### src/hdl/rh_consts.vh
// Register map, field positions and reset values of the root hub status block
`ifndef RH_CONSTS_VH
`define RH_CONSTS_VH

// ==========================================================
// Register byte addresses
`define RH_ADDR_HUB_STATUS 32'hB000_7050
`define RH_ADDR_PORT1_STATUS 32'hB000_7054
`define RH_ADDR_PORT2_STATUS 32'hB000_7058
`define RH_ADDR_HUB_CONTROL 32'hB000_7060
`define RH_ADDR_INT_STATUS 32'hB000_7064
`define RH_ADDR_INT_MASK 32'hB000_7068

// ==========================================================
// Hub status fields
`define RH_HS_CLR_RWE 31
`define RH_HS_OC_CHANGE 17
`define RH_HS_SET_GPWR 16
`define RH_HS_RWE 15
`define RH_HS_OC 1
`define RH_HS_CLR_GPWR 0

// ==========================================================
// Hub control fields
`define RH_HC_NO_OC_PROT 12
`define RH_HC_OC_MODE 11
`define RH_HC_PWR_MODE 8

// ==========================================================
// Port status fields
`define RH_PS_PRSC 20
`define RH_PS_OC_CHANGE 19
`define RH_PS_SUSP_CHANGE 18
`define RH_PS_EN_CHANGE 17
`define RH_PS_CSC 16
`define RH_PS_CLR_PPWR 9
`define RH_PS_PPS 8
`define RH_PS_POC 3
`define RH_PS_CC 0

// ==========================================================
// Interrupt status and mask fields
`define RH_INT_HUB_OC 0
`define RH_INT_PORT1_CSC 1
`define RH_INT_PORT2_CSC 2
`define RH_INT_WAKE 3
`define RH_INT_WIDTH 4

// ==========================================================
// Reset values
`define RH_RESET_WORD 32'h0000_0000

`endif

### src/hdl/sticky_w1c.v
// Vector of sticky flags, set by hardware, cleared by writing one
module sticky_w1c #(
  parameter WIDTH = 1
) (
  // Clock and reset
  input wire clk_i,
  input wire rst_n_i,
  // Set and clear strobes
  input wire [WIDTH-1:0] set_i,
  input wire [WIDTH-1:0] clr_i,
  // Flag state
  output reg [WIDTH-1:0] q_o
);

  // ==========================================================
  // Flag storage
  // A set in the clearing cycle wins, so no event is lost
  always @(posedge clk_i)
  begin
    if (!rst_n_i)
      q_o <= {WIDTH{1'b0}};
    else
      q_o <= (q_o & ~clr_i) | set_i;
  end

endmodule // sticky_w1c

### src/hdl/rh_port.v
// One root hub port: status flags, change flags and port power
`include "rh_consts.vh"

module rh_port (
  // Clock and reset
  input wire clk_i,
  input wire rst_n_i,
  // Port line events
  input wire connect_i,
  input wire port_oc_i,
  input wire enable_lost_i,
  input wire resume_done_i,
  input wire reset_done_i,
  // Hub settings and global commands
  input wire oc_individual_i,
  input wire pwr_individual_i,
  input wire global_set_i,
  input wire global_clr_i,
  // Register access
  input wire wr_i,
  input wire [31:0] wdata_i,
  output wire [31:0] rdata_o,
  // Status out
  output wire csc_event_o,
  output reg power_o
);

  reg connect_q;
  reg poc_q;
  wire poc_now;
  wire [4:0] set_vec;
  wire [4:0] clr_vec;
  wire [4:0] flags;

  // ==========================================================
  // Change detection
  assign poc_now = port_oc_i & oc_individual_i;
  assign csc_event_o = connect_i ^ connect_q; // RULE_17
  assign set_vec = {reset_done_i, poc_now ^ poc_q, resume_done_i, enable_lost_i, csc_event_o};
  assign clr_vec = wr_i ? wdata_i[`RH_PS_PRSC:`RH_PS_CSC] : 5'h00;

  always @(posedge clk_i)
  begin
    if (!rst_n_i)
    begin
      connect_q <= 1'b0;
      poc_q <= 1'b0;
    end
    else
    begin
      connect_q <= connect_i;
      poc_q <= poc_now;
    end
  end

  // Change flags, cleared by writing one
  sticky_w1c #(
    .WIDTH(5)
  ) u_flags (
    .clk_i(clk_i),
    .rst_n_i(rst_n_i),
    .set_i(set_vec),
    .clr_i(clr_vec),
    .q_o(flags)
  );

  // ==========================================================
  // Port power: global commands in global mode, port writes otherwise
  always @(posedge clk_i)
  begin
    if (!rst_n_i)
      power_o <= 1'b0;
    else if (!pwr_individual_i) // RULE_15
    begin
      if (global_set_i)
        power_o <= 1'b1;
      else if (global_clr_i)
        power_o <= 1'b0;
    end
    else if (wr_i && wdata_i[`RH_PS_PPS])
      power_o <= 1'b1;
    else if (wr_i && wdata_i[`RH_PS_CLR_PPWR])
      power_o <= 1'b0;
  end

  // Read view
  assign rdata_o = {11'h000, flags, 7'h00, power_o, 4'h0, poc_q, 2'h0, connect_q};

endmodule // rh_port

### src/hdl/usb_host_root_hub_status.v
// Root hub status and command registers of a USB host controller, APB slave
//
// Summary of operation
// RULE_01 - Write one to bit 31 clears wake enable
// RULE_02 - Zero at bit 31 changes nothing; reads zero
// RULE_03 - Hub over-current change flag sets on toggle
// RULE_04 - Write one clears over-current change flag
// RULE_05 - Bit 16 always reads zero
// RULE_06 - Write one bit 16: set global power
// RULE_07 - Bit 15 reads wake enable; gates wakeup
// RULE_08 - Write one bit 15 sets wake enable
// RULE_09 - Over-current indicator follows over-current pin
// RULE_10 - Indicator valid only if both settings zero
// RULE_11 - Bit 0 always reads zero
// RULE_12 - Write one bit 0: clear global power
// RULE_13 - Hub status reads zero after reset
// RULE_14 - Two port status registers, reset zero
// RULE_15 - Power switching mode: global or per port
// RULE_16 - Over-current mode: global or per port
// RULE_17 - Connect change flag set on connect event
`include "rh_consts.vh"

module usb_host_root_hub_status #(
  parameter NUM_PORTS = 2
) (
  // Clock and reset
  input wire clk_i,
  input wire rst_n_i,
  // APB slave
  input wire psel_i,
  input wire penable_i,
  input wire pwrite_i,
  input wire [31:0] paddr_i,
  input wire [31:0] pwdata_i,
  output reg [31:0] prdata_o,
  output reg pready_o,
  output reg pslverr_o,
  // Hub over-current pin
  input wire overcurrent_input_pin_i,
  // Port line events
  input wire [NUM_PORTS-1:0] port_connect_i,
  input wire [NUM_PORTS-1:0] port_overcurrent_i,
  input wire [NUM_PORTS-1:0] port_enable_lost_i,
  input wire [NUM_PORTS-1:0] port_resume_done_i,
  input wire [NUM_PORTS-1:0] port_reset_done_i,
  // Port power and system signals
  output wire [NUM_PORTS-1:0] port_power_o,
  output reg remote_wakeup_o,
  output reg irq_o
);

  // ==========================================================
  // Address decode helpers
  // Map: hub status, two port status words, then three words of our own
  // (hub control, interrupt status, interrupt mask) after a one-word gap.
  // Any other address answers with an error and is otherwise ignored.

  // One-hot select of the six registers from a byte address
  function [5:0] reg_select;
    input [31:0] addr;
    begin
      reg_select[0] = (addr == `RH_ADDR_HUB_STATUS);
      reg_select[1] = (addr == `RH_ADDR_PORT1_STATUS);
      reg_select[2] = (addr == `RH_ADDR_PORT2_STATUS);
      reg_select[3] = (addr == `RH_ADDR_HUB_CONTROL);
      reg_select[4] = (addr == `RH_ADDR_INT_STATUS);
      reg_select[5] = (addr == `RH_ADDR_INT_MASK);
    end
  endfunction

  // One write-one command bit of a committed write
  function w1_cmd;
    input wr_hit;
    input [31:0] data;
    input integer pos;
    begin
      w1_cmd = wr_hit & data[pos];
    end
  endfunction

  // ==========================================================
  // Declarations
  wire [5:0] sel;
  wire setup_phase;
  wire wr_commit;
  wire [5:0] wr_sel;
  wire addr_mapped;
  reg remote_wake_enable_q;
  reg remote_wake_enable_d;
  reg no_oc_protection_q;
  reg oc_protection_mode_q;
  reg power_switching_mode_q;
  reg hub_overcurrent_flag_q;
  wire hub_oc_valid;
  wire hub_oc_now;
  wire hub_oc_changed;
  wire hub_oc_change_clr;
  wire hub_oc_change;
  wire set_global_power_cmd;
  wire clear_global_power_cmd;
  wire oc_individual;
  wire [NUM_PORTS-1:0] csc_event;
  wire [31:0] port_rdata [0:NUM_PORTS-1];
  wire [NUM_PORTS-1:0] port_wr;
  wire wake_event;
  reg [`RH_INT_WIDTH-1:0] int_mask_q;
  wire [`RH_INT_WIDTH-1:0] int_set;
  wire [`RH_INT_WIDTH-1:0] int_clr;
  wire [`RH_INT_WIDTH-1:0] int_status;
  reg [31:0] hub_status_rd;
  reg [31:0] rdata_d;

  // ==========================================================
  // APB phase tracking
  assign sel = reg_select(paddr_i);
  assign setup_phase = psel_i & ~penable_i;
  // Any address outside the six words is refused
  assign addr_mapped = |sel;

  // Writes take effect only at the edge where pready is sampled high
  assign wr_commit = psel_i & penable_i & pready_o & pwrite_i;
  assign wr_sel = wr_commit ? sel : 6'h00;

  // Answer is fixed at one access cycle: pready rises in the first access cycle.
  // Read data is captured in the setup cycle, so it is stable for the master.
  // A write answers with zero data, so nothing leaks onto the bus.
  always @(posedge clk_i)
  begin
    if (!rst_n_i)
    begin
      pready_o <= 1'b0;
      pslverr_o <= 1'b0;
      prdata_o <= `RH_RESET_WORD;
    end
    else
    begin
      pready_o <= setup_phase;
      if (setup_phase)
      begin
        pslverr_o <= ~addr_mapped; // Unmapped address answers with an error
        prdata_o <= pwrite_i ? `RH_RESET_WORD : rdata_d;
      end
      else if (pready_o)
      begin
        pslverr_o <= 1'b0;
        prdata_o <= `RH_RESET_WORD;
      end
    end
  end

  // ==========================================================
  // Hub commands decoded from hub status writes
  // Command bits are not stored; they act once per write
  // Global commands reach every port; each port applies them by its mode
  assign set_global_power_cmd = w1_cmd(wr_sel[0], pwdata_i, `RH_HS_SET_GPWR); // RULE_06
  assign clear_global_power_cmd = w1_cmd(wr_sel[0], pwdata_i, `RH_HS_CLR_GPWR); // RULE_12

  // ==========================================================
  // Remote wake enable
  // Set and clear in one write: clear takes priority, as the safer outcome
  always @*
  begin
    remote_wake_enable_d = remote_wake_enable_q;
    if (w1_cmd(wr_sel[0], pwdata_i, `RH_HS_RWE))
      remote_wake_enable_d = 1'b1; // RULE_08
    if (w1_cmd(wr_sel[0], pwdata_i, `RH_HS_CLR_RWE))
      remote_wake_enable_d = 1'b0; // RULE_01 RULE_02
  end

  always @(posedge clk_i)
  begin
    if (!rst_n_i)
      remote_wake_enable_q <= 1'b0;
    else
      remote_wake_enable_q <= remote_wake_enable_d;
  end

  // ==========================================================
  // Hub control settings
  // Whole-word write; only three bits are kept, the rest read zero
  always @(posedge clk_i)
  begin
    if (!rst_n_i)
    begin
      no_oc_protection_q <= 1'b0;
      oc_protection_mode_q <= 1'b0;
      power_switching_mode_q <= 1'b0;
    end
    else if (wr_sel[3])
    begin
      no_oc_protection_q <= pwdata_i[`RH_HC_NO_OC_PROT];
      oc_protection_mode_q <= pwdata_i[`RH_HC_OC_MODE];
      power_switching_mode_q <= pwdata_i[`RH_HC_PWR_MODE];
    end
  end

  // ==========================================================
  // Hub over-current indicator
  // Outside global reporting the indicator is held low to avoid stale reports
  // Gating sits before the change detector, so a settings change counts too
  assign hub_oc_valid = ~no_oc_protection_q & ~oc_protection_mode_q; // RULE_10
  assign hub_oc_now = overcurrent_input_pin_i & hub_oc_valid; // RULE_09 RULE_16
  assign hub_oc_changed = hub_oc_now ^ hub_overcurrent_flag_q; // RULE_03
  assign hub_oc_change_clr = w1_cmd(wr_sel[0], pwdata_i, `RH_HS_OC_CHANGE); // RULE_04

  // The flag gives the pin one cycle of latency before it can be read

  always @(posedge clk_i)
  begin
    if (!rst_n_i)
      hub_overcurrent_flag_q <= 1'b0;
    else
      hub_overcurrent_flag_q <= hub_oc_now;
  end

  // Change flag; a change in the clearing cycle keeps it set
  sticky_w1c #(
    .WIDTH(1)
  ) u_hub_oc_change (
    .clk_i(clk_i),
    .rst_n_i(rst_n_i),
    .set_i(hub_oc_changed),
    .clr_i(hub_oc_change_clr),
    .q_o(hub_oc_change)
  );

  // ==========================================================
  // Root hub ports
  // Per-port over-current only when protection is on and individual
  assign oc_individual = ~no_oc_protection_q & oc_protection_mode_q; // RULE_16

  // Port write enables follow the one-hot select, port 1 first
  genvar p;
  generate
    for (p = 0; p < NUM_PORTS; p = p + 1)
    begin : g_port
      assign port_wr[p] = wr_sel[p + 1]; // RULE_14
      rh_port u_port (
        .clk_i(clk_i),
        .rst_n_i(rst_n_i),
        .connect_i(port_connect_i[p]),
        .port_oc_i(port_overcurrent_i[p]),
        .enable_lost_i(port_enable_lost_i[p]),
        .resume_done_i(port_resume_done_i[p]),
        .reset_done_i(port_reset_done_i[p]),
        .oc_individual_i(oc_individual),
        .pwr_individual_i(power_switching_mode_q),
        .global_set_i(set_global_power_cmd),
        .global_clr_i(clear_global_power_cmd),
        .wr_i(port_wr[p]),
        .wdata_i(pwdata_i),
        .rdata_o(port_rdata[p]),
        .csc_event_o(csc_event[p]),
        .power_o(port_power_o[p])
      );
    end
  endgenerate

  // ==========================================================
  // Remote wakeup
  // Only a connect change counts, and only while wake is enabled
  assign wake_event = remote_wake_enable_q & (|csc_event); // RULE_07

  // A pulse, not a level: software that misses it reads the interrupt flag

  always @(posedge clk_i)
  begin
    if (!rst_n_i)
      remote_wakeup_o <= 1'b0;
    else
      remote_wakeup_o <= wake_event; // One-cycle pulse
  end

  // ==========================================================
  // Interrupt status and mask
  // Event sources: hub change, two connect changes, wakeup
  // A clear write racing an event loses, so no event is dropped
  assign int_set = {wake_event, csc_event[1], csc_event[0], hub_oc_changed};
  assign int_clr = wr_sel[4] ? pwdata_i[`RH_INT_WIDTH-1:0] : {`RH_INT_WIDTH{1'b0}};

  sticky_w1c #(
    .WIDTH(`RH_INT_WIDTH)
  ) u_int_status (
    .clk_i(clk_i),
    .rst_n_i(rst_n_i),
    .set_i(int_set),
    .clr_i(int_clr),
    .q_o(int_status)
  );

  always @(posedge clk_i)
  begin
    if (!rst_n_i)
      int_mask_q <= {`RH_INT_WIDTH{1'b0}};
    else if (wr_sel[5])
      int_mask_q <= pwdata_i[`RH_INT_WIDTH-1:0];
  end

  // Level output, one cycle behind the status bits
  always @(posedge clk_i)
  begin
    if (!rst_n_i)
      irq_o <= 1'b0;
    else
      irq_o <= |(int_status & int_mask_q);
  end

  // ==========================================================
  // Read view of the hub status register
  // Command bits and local power bits always read back as zero
  always @*
  begin
    hub_status_rd = `RH_RESET_WORD; // RULE_13
    hub_status_rd[`RH_HS_CLR_RWE] = 1'b0; // RULE_02
    hub_status_rd[`RH_HS_OC_CHANGE] = hub_oc_change;
    hub_status_rd[`RH_HS_SET_GPWR] = 1'b0; // RULE_05
    hub_status_rd[`RH_HS_RWE] = remote_wake_enable_q; // RULE_07
    hub_status_rd[`RH_HS_OC] = hub_overcurrent_flag_q; // RULE_09
    hub_status_rd[`RH_HS_CLR_GPWR] = 1'b0; // RULE_11
  end

  // ==========================================================
  // Read data multiplexer
  // Reserved bits and unmapped addresses read as zero
  always @*
  begin
    rdata_d = `RH_RESET_WORD;
    case (sel)
      6'h01: rdata_d = hub_status_rd;
      6'h02: rdata_d = port_rdata[0];
      6'h04: rdata_d = port_rdata[1];
      6'h08:
      begin
        rdata_d[`RH_HC_NO_OC_PROT] = no_oc_protection_q;
        rdata_d[`RH_HC_OC_MODE] = oc_protection_mode_q;
        rdata_d[`RH_HC_PWR_MODE] = power_switching_mode_q;
      end
      6'h10: rdata_d[`RH_INT_WIDTH-1:0] = int_status;
      6'h20: rdata_d[`RH_INT_WIDTH-1:0] = int_mask_q;
      default: rdata_d = `RH_RESET_WORD;
    endcase
  end

endmodule // usb_host_root_hub_status

### config.mk
export PLATFORM = sky130hd
export DESIGN_NAME = usb_host_root_hub_status
export DESIGN_NICKNAME = d
export VERILOG_FILES = /design/src/hdl/sticky_w1c.v /design/src/hdl/rh_port.v /design/src/hdl/usb_host_root_hub_status.v
export VERILOG_INCLUDE_DIRS = /design/src /design/src/hdl
export SDC_FILE = /design/constraint.sdc
export NUM_CORES = 1
export LEC_CHECK = 0
export BUFFER_PORTS_ARGS = -buffer_cell sky130_fd_sc_hd__buf_4
export CAP_MARGIN = 5
export CORE_MARGIN = 10
export CORE_UTILIZATION = 58
export CTS_CLUSTER_DIAMETER = 200
export DETAILED_ROUTE_END_ITERATION = 8
export PLACE_DENSITY_LB_ADDON = 0.12
export RECOVER_POWER = 50
export SYNTH_ARGS = -nofsm -noshare
export SYNTH_HDL_FRONTEND = slang
export SYNTH_HIERARCHICAL = 1
export SYNTH_SLANG_ARGS = --single-unit
export TNS_END_PERCENT = 10
### constraint.sdc
create_clock -name clk_i -period 3.57 [get_ports clk_i]
set_input_delay 0.357 -clock clk_i [delete_from_list [all_inputs] [get_ports clk_i]]
set_output_delay 0.357 -clock clk_i [all_outputs]
set_load 0.03 [all_outputs]
; ---- Yosys cells after proc, flatten, opt, wreduce, memory -nomap -nowiden
; Index checks and enable logic that the tools add are counted.
[op_classes]
shifts = 0
n_lt_le_gt_ge = 0
add_sub_neg = 0
n_eq_ne = 14
mul = 0
n_bitwise = 38
muxes = 21
div_mod_pow = 0
n_reduce_logical = 12
[op_table]
columns = op, count
row1 = == test 32 bit (second input constant), 6
row2 = 2-to-1 mux 32 bit, 3
row3 = one-hot mux 8 bit (3 select lines), 1
row4 = one-hot mux 4 bit (5 select lines), 1
row5 = AND 1 bit, 16
row6 = AND 5 bit, 2
row7 = 2-to-1 mux 1 bit, 10
row8 = 2-to-1 mux 5 bit, 2
row9 = inverter 5 bit, 2
row10 = bitwise OR 5 bit, 2
row11 = AND 4 bit, 2
row12 = == test 6 x 1 -> 1 bit (second input constant), 1
row13 = == test 6 x 2 -> 1 bit (second input constant), 1
row14 = == test 6 x 3 -> 1 bit (second input constant), 1
row15 = == test 6 x 4 -> 1 bit (second input constant), 1
row16 = == test 6 x 5 -> 1 bit (second input constant), 1
row17 = == test 6 bit (second input constant), 1
row18 = 2-to-1 mux 6 bit, 1
row19 = inequality test 3 x 1 -> 1 bit (second input constant), 2
row20 = inverter 1 bit, 6
row21 = OR reduction 6 bit, 1
row22 = bitwise XOR 1 bit, 5
row23 = logical AND 1 bit, 4
row24 = 2-to-1 mux 4 bit, 1
row25 = other kinds (10), 12
[totals]
memories = 0
ramBits = 0
in_bits = 80
reg_bits = 66
mem_bits_ro = 0
out_inout_bits = 38
latch_bits = 0
wordCells = 106

; ---- Depth between registers and ports, before layout
; Gate-level depths: netlist (run 1).
[depth]
word_depth = 8
mapped_depth = 8
ltp_nobuf = 7

; ---- Cells and area by module
; The synthesis (run 1) kept the hierarchy.
[modules_own_cells]
columns = module, cells_per_inst, n_inst, seq_area_each_um2, area_each_um2
row1 = usb_host_root_hub_status, 347, 1, 900.9, 2894.0
row2 = rh_port, 47, 2, 60.1, 375.4
row3 = sticky_w1c (g_port[0].u_port.u_flags ...), 15, 2, 100.1, 206.4
row4 = sticky_w1c (u_int_status), 12, 1, 80.1, 165.2
row5 = sticky_w1c (u_hub_oc_change), 3, 1, 20.0, 41.3

; ---- Worst setup path before layout (run 1)
; OpenSTA, ideal clock, no wires.
[synth_timing]
kind = input to register
startpoint = input port paddr_i[1]
endpoint = register g_port[0].u_port.u_flags.q_o[0]
arrival_ns = 1.988
setup_time_ns = 0.115
slack_ns = 1.467
cell_stages = 8
cell_sequence = or4b_4 > buf_6 > nor2_8 > nand4b_4 > nor2_1 > and2_1 > nor2b_4 > o21a_1
[synth_between]
elab_chain_cells = 6
[synth_lines]
columns = element, line_no
row1 = start: declaration, usb_host_root_hub_status.v:33  ; input wire [31:0] paddr_i,
row2 = == test 32 bit (no source line), --
row3 = 2-to-1 mux 6 bit, usb_host_root_hub_status.v:122  ; assign wr_sel = wr_commit ? sel : 6'h00;
row4 = via wr_sel[1], usb_host_root_hub_status.v:86  ; wire [5:0] wr_sel;
row5 = 2-to-1 mux 5 bit, rh_port.v:40  ; assign clr_vec = wr_i ? wdata_i[`RH_PS_PRSC:`RH_PS_CSC] : 5'h00;
row6 = via g_port[0].u_port.clr_vec[0], rh_port.v:32  ; wire [4:0] clr_vec;
row7 = inverter 5 bit, sticky_w1c.v:23  ; q_o <= (q_o & ~clr_i) | set_i;
row8 = AND 5 bit, sticky_w1c.v:23
row9 = bitwise OR 5 bit, sticky_w1c.v:23
row10 = end signal: assignment, sticky_w1c.v:21  ; q_o <= {WIDTH{1'b0}};
row11 = end signal: assignment, sticky_w1c.v:23
row12 = end: declaration, sticky_w1c.v:12  ; output reg [WIDTH-1:0] q_o
; The timed path passes the listed nets, and every way through them passes these cells.
; A chain may end at the register's enable or synchronous reset.

; ---- Final worst setup path (run 1)
[layout_timing]
startpoint = input port paddr_i[9]
endpoint = register u_int_status.q_o[3]
[layout_between]
elab_chain_cells = 6
[layout_lines]
columns = element, line_no
row1 = == test 32 bit (no source line), --
row2 = 2-to-1 mux 6 bit, usb_host_root_hub_status.v:122
row3 = 2-to-1 mux 4 bit, usb_host_root_hub_status.v:279  ; assign int_clr = wr_sel[4] ? pwdata_i[`RH_INT_WIDTH-1:0] : {`RH_INT_WIDTH{1'b0}};
row4 = via int_clr[3], usb_host_root_hub_status.v:108  ; wire [`RH_INT_WIDTH-1:0] int_clr;
row5 = inverter 4 bit, sticky_w1c.v:23
row6 = AND 4 bit, sticky_w1c.v:23
row7 = bitwise OR 4 bit, sticky_w1c.v:23
row8 = end signal: assignment, sticky_w1c.v:21
row9 = end signal: assignment, sticky_w1c.v:23
row10 = end: declaration, sticky_w1c.v:12
; The timed path passes the listed nets, and every way through them passes these cells.

==> results of run 1 <==
==> worst paths after layout <==
kind	start	end	depth (start not counted)
worst min register to register	prdata_o[10]	prdata_o[10]	2
worst min-delay path	port_resume_done_i[0]	g_port[0].u_port/u_flags/q_o[2]	2
worst max register to register	pready_o	prdata_o[15]	3
worst max-delay path	paddr_i[9]	u_int_status/q_o[3]	8
==> synth_stat cells (7+ instances only) <==
| cell | count |
|---|---|
| a21boi_1 | 23 |
| a21oi_1 | 24 |
| and2_1 | 16 |
| buf_2 | 10 |
| buf_4 | 56 |
| clkbuf_1 | 19 |
| dfxtp_1 | 66 |
| mux2i_1 | 10 |
| nand2_1 | 48 |
| nand3b_1 | 49 |
| nand4_1 | 25 |
| nor2_1 | 11 |
| nor2b_4 | 15 |
| o21a_1 | 16 |
| o21ai_1 | 7 |
==> routing by layer <==
metal  track usage  wire, um  up-vias
met4        0.0522       137        0
li1              -         -     1779
met3        0.0646       675       11
met1         0.224      4680     1704
met2         0.301      4880      111
met5             0         0        -
==> kinds of logic after synthesis <==
| logic type | synth area share |
|---|---|
| compound gates | 0.170 |
| xor+xnor | 0.0103 |
| buf+inv | 0.135 |
| flops | 0.310 |
| mux | 0.0235 |
| other cells | 0.00176 |
| simple gates | 0.350 |
==> cell type report <==
type / instances / area (um2) / area share
sequential: 66 / 1320 / 0.276
clock buffer: 12 / 155 / 0.0324
timing repair buffer: 104 / 627 / 0.131
tap: 99 / 124 / 0.0258
multi-input combinational: 374 / 2540 / 0.530
clock inverter: 3 / 15.0 / 0.00313
inverter: 3 / 11.3 / 0.00235
==> sequential cells by signal (all words and copies together), names as in the netlist <==
register	flops
pready_o	1
power_switching_mode_q	1
irq_o	1
int_mask_q	4
remote_wakeup_o	1
g_port.u_port/connect_q	2
prdata_o	32
u_int_status/q_o	4
u_hub_oc_change/q_o	1
hub_overcurrent_flag_q	1
g_port.u_port/u_flags/q_o	10
g_port.u_port/poc_q	2
oc_protection_mode_q	1
remote_wake_enable_q	1
pslverr_o	1
g_port.u_port/power_o	2
no_oc_protection_q	1
==> metrics by stage <==
step	hold WS [ns]	instances
floorplan	0.450	532
global placement	0.440	646
detailed placement	0.444	646
CTS	0.211	661
global route	0.202	661
finish	0.218	661
==> report_power, final <==
| group | internal (W) | switching [W] |
|---|---|---|
| sequential | 0.000751 | 0.00000838 |
| clock | 0.000283 | 0.000278 |
| combinational | 0.000100 | 0.0000971 |
==> flow_summary.json, run 1 <==
{
  "status": "complete, but fails checks",
  "violations": "capacitance limit, slew limit",
  "start_kind": "primary input",
  "core_area_um2": 7210,
  "final_core_util": 0.664,
  "rows": 31,
  "max_stage_delay_ns": 1.13,
  "initial_core_util": 0.591,
  "drt_pass1_iterations": 7,
  "drt_wl_total_um": 10400,
  "timing.fmax_mhz": 360,
  "vias": 3605,
  "cts_sinks": 66,
  "htreeDepth": 3,
  "synth_ff_type": "dfxtp_1",
  "antenna_left": 0,
  "synth_area_um2": 4260,
  "ys_seq_elements": 66,
  "hp-class": "primary input to register",
  "antenna_found_initial": 0,
  "portBuffers": 100,
  "path_buf_inv": 2,
  "reg2reg_slack_ns": 1.39,
  "die_w_um": 106,
  "tightest_slew_ns": 1.85,
  "crit_chain": "clkbuf_4 > nor4_1 > and4_1 > clkbuf_1 > and2_1 > and3_1 > nor2b_4 > o21a_1",
  "cts_tree": "done",
  "slowest_stage": "clkbuf_1",
  "drive_gt1_frac": 0.192,
  "ys_seq_area_frac": 0.310,
  "synth.distinct_cells": 57,
  "antenna_cells": 0,
  "finalCritPeriodShare": 0.779,
  "path_delay_family": "simple AND/OR/NAND/NOR gates",
  "clk_pin_slew_ns": 0.07,
  "timing.final.ws_setup_ns": 0.790,
  "cts_resized": 0,
  "cts_made_buffers": 9,
  "drtIter0Drc": 198,
  "arrival_ns": 3.02,
  "ir_drop_mv": 0.279,
  "power_density_nw_per_um2": 317,
  "max_slew_margin": -0.231,
  "clkLatencyLatePin_ns": 0.35,
  "cts_hold_buf": 0,
  "crit_fanout": 32,
  "nFillCells": 701,
  "critPathRequiredTime_ns": 3.81,
  "hold_violations": 0,
  "grt_max_degree": 63,
  "slew_viol_final": 75,
  "fin_setup_tns_ns": 0,
  "io_pins": 118,
  "grt_pass1_wl_um": 17100,
  "end_kind": "register",
  "dieArea_um2": 11200,
  "place_area_um2": 4780,
  "syn_area_per_cell_um2": 8.77,
  "die_h_um": 106,
  "areaGrowthSynthToFinish_pct": 12.4,
  "layout_common_cells": "dfxtp_1 (66), buf_4 (62), nand3b_1 (49)",
  "grt_use_total": 0.184,
  "p_leak_nw": 1.88,
  "routedWlPerCell_um": 15.7,
  "final_cell_area_um2": 4790,
  "final.min_clock_period_ns": 2.78,
  "drc": 0,
  "setup_viol": 0,
  "synth_area_leaders": "dfxtp_1 (31%), buf_4 (9.9%), nand3b_1 (8.6%), nor2b_4 (4.8%), nand2_1 (4.2%)",
  "via_per_inst": 5.45,
  "post_cts_buffers": 0,
  "rsz0062_at_grt": "false",
  "dp_hpwl_um": 7390,
  "dp_slack_ns": 0.826,
  "synth_top_area_frac": 0.310,
  "finClkSkew_ns": 0.00873,
  "synth-warning-count": 6,
  "mostFrequentLayoutCell": "dfxtp_1",
  "synth_top_cell_by_area": "dfxtp_1",
  "grt_pass1_vias": 3578,
  "maxCapViolCount": 3,
  "async_flop_share": 0,
  "routabilityCongestion": 0.836,
  "power.total_w": 0.00152,
  "cts_root_buf": "clkbuf_8",
  "grt_overflow": 0,
  "nets": 638,
  "syn_inst": 486,
  "synth-edff-count": 0,
  "critPathKind": "primary input to register",
  "cts_max_path_buffers": 2
}
Power figures use the tool's default switching activity.
==> run 2, diff against run 1 <==
Settings changed: CORE_UTILIZATION 58 to 49.
Clock period 3.57 ns to 2.4 ns, I/O delays scaled along.
==> flow_summary.json, run 2 (synthesis results as in run 1) <==
{
  "maxCapViolCount": 0,
  "cts_sinks": 66,
  "areaGrowthSynthToFinish_pct": 16.1,
  "reg.largest.list": "prdata_o (32), g_port.u_port/u_flags/q_o (10)",
  "core_area_um2": 8340,
  "nets": 649,
  "antenna_left": 0,
  "whs_ns": 0.0897,
  "vias": 3641,
  "power_density_nw_per_um2": 508,
  "layout_common_cells": "buf_4 (77), dfxtp_1 (66), nand3b_1 (49)",
  "clkLatencyLatePin_ns": 0.36,
  "final_core_util": 0.594,
  "timing.final.ws_setup_ns": 0.632,
  "dp_hpwl_um": 8010,
  "dp_slack_ns": 0.258,
  "drt_pass1_iterations": 6,
  "power.total_w": 0.00251,
  "r2r_cells": 6,
  "mostFrequentLayoutCell": "buf_4",
  "end_kind": "register",
  "rr_endpoint": "u_int_status/q_o[1]",
  "cts_hold_buf": 0,
  "arrival_ns": 2.01,
  "largest_register_ffs": 32,
  "p_sw_w": 0.000628,
  "finClkSkew_ns": 0.0123,
  "grt_pass1_vias": 3727,
  "initial_core_util": 0.511,
  "drt_wl_total_um": 10800,
  "critPathRequiredTime_ns": 2.65,
  "max_slew_margin": 0.372,
  "status": "finished, final reports clean",
  "die_h_um": 113,
  "finalCritPeriodShare": 0.737,
  "tightest_slew_ns": 0.939,
  "largest-register": "prdata_o",
  "critPathKind": "primary input to register",
  "drtIter0Drc": 242,
  "portBuffers": 100,
  "die_w_um": 113,
  "nFillCells": 811,
  "switching_share": 0.250,
  "fin_setup_tns_ns": 0,
  "io_pins": 118,
  "ir_drop_mv": 0.316,
  "rows": 33,
  "cts_max_path_buffers": 2,
  "grt_pass1_wl_um": 18100,
  "grt_use_total": 0.170,
  "crit_fanout": 5,
  "post_cts_buffers": 0,
  "hold_violations": 0,
  "worstSetupStartpoint": "paddr_i[17]",
  "setup_viol": 0,
  "antenna_cells": 0,
  "regArea_um2": 1320,
  "cts_tree": "done",
  "reg2reg_slack_ns": 0.67,
  "cts_made_buffers": 9,
  "htreeDepth": 3,
  "p_int_w": 0.00189,
  "grt_max_degree": 42,
  "start_kind": "primary input",
  "drc": 0,
  "p_seq_frac": 0.449,
  "cts_root_buf": "clkbuf_8",
  "timing.fmax_mhz": 566,
  "grt_overflow": 0,
  "pwr-share-comb": 0.120,
  "endpoint": "g_port[1].u_port/u_flags/q_o[3]",
  "hp-class": "primary input to register",
  "power.share.clock": 0.431,
  "final.min_clock_period_ns": 1.77,
  "rsz0062_at_grt": "false",
  "clk_pin_slew_ns": 0.08,
  "p_leak_nw": 1.96,
  "routedWlPerCell_um": 15.9,
  "dieArea_um2": 12800,
  "antenna_found_initial": 0,
  "routabilityCongestion": 0.885,
  "multi_input_area_um2": 2540,
  "via_per_inst": 5.36,
  "cts_resized": 0,
  "timing.rr.start": "pready_o",
  "slew_viol_final": 0,
  "drive_gt1_frac": 0.216
}
run 2: worst min-delay path by stage:
stage                                           end  slack [ns]  depth (start not counted)                 start
finish              g_port[1].u_port/u_flags/q_o[4]        0.09                          2  port_reset_done_i[1]
floorplan           g_port[0].u_port/u_flags/q_o[0]        0.36                          1               rst_n_i
detailed placement                      prdata_o[8]        0.44                          2           prdata_o[8]
global placement                       prdata_o[29]        0.44                          2          prdata_o[29]
global route        g_port[1].u_port/u_flags/q_o[4]        0.09                          2  port_reset_done_i[1]
CTS                 g_port[1].u_port/u_flags/q_o[4]        0.08                          2  port_reset_done_i[1]
run 2: critical path, stage by stage:
cell,delay (ns)
buf_4,0.11
or4b_4,0.58
nor2_4,0.16
nand4b_4,0.16
nor2_1,0.23
buf_4,0.18
and2_1,0.16
nor2b_4,0.04
o21a_1,0.16
run 2: layout make-up:
type,count,share of cell area
multi-input combinational,374,0.513
sequential,66,0.267
timing repair buffer,115,0.146
clock buffer,10,0.0278
tap,105,0.0265
clock inverter,6,0.0182
inverter,3,0.00227
run 2: per-layer routing:
| metal | global-route usage | routed length [um] | up-vias |
|---|---|---|---|
| met5 | 0 | 0 | - |
| met4 | 0.0677 | 197 | 0 |
| met3 | 0.0370 | 565 | 17 |
| met2 | 0.298 | 5550 | 108 |
| met1 | 0.194 | 4500 | 1710 |
| li1 | - | - | 1806 |
run 2: power groups by stage:
stage	Sequential (W)	Clock, W	Combinational, W
2_1_floorplan	0.00115	0	0.000234
3_3_place_gp	0.00115	0	0.000294
3_5_place_dp	0.00116	0	0.000301
4_1_cts	0.00113	0.00110	0.000301
5_1_grt	0.00113	0.00114	0.000334
6_report	0.00113	0.00108	0.000301
run 2: through the flow:
step | cell area (um2) | cells
2_1_floorplan | 4440 | 532
3_3_place_gp | 4870 | 663
3_5_place_dp | 4870 | 663
4_1_cts | 5100 | 679
5_1_grt | 4950 | 679
6_report | 4950 | 679
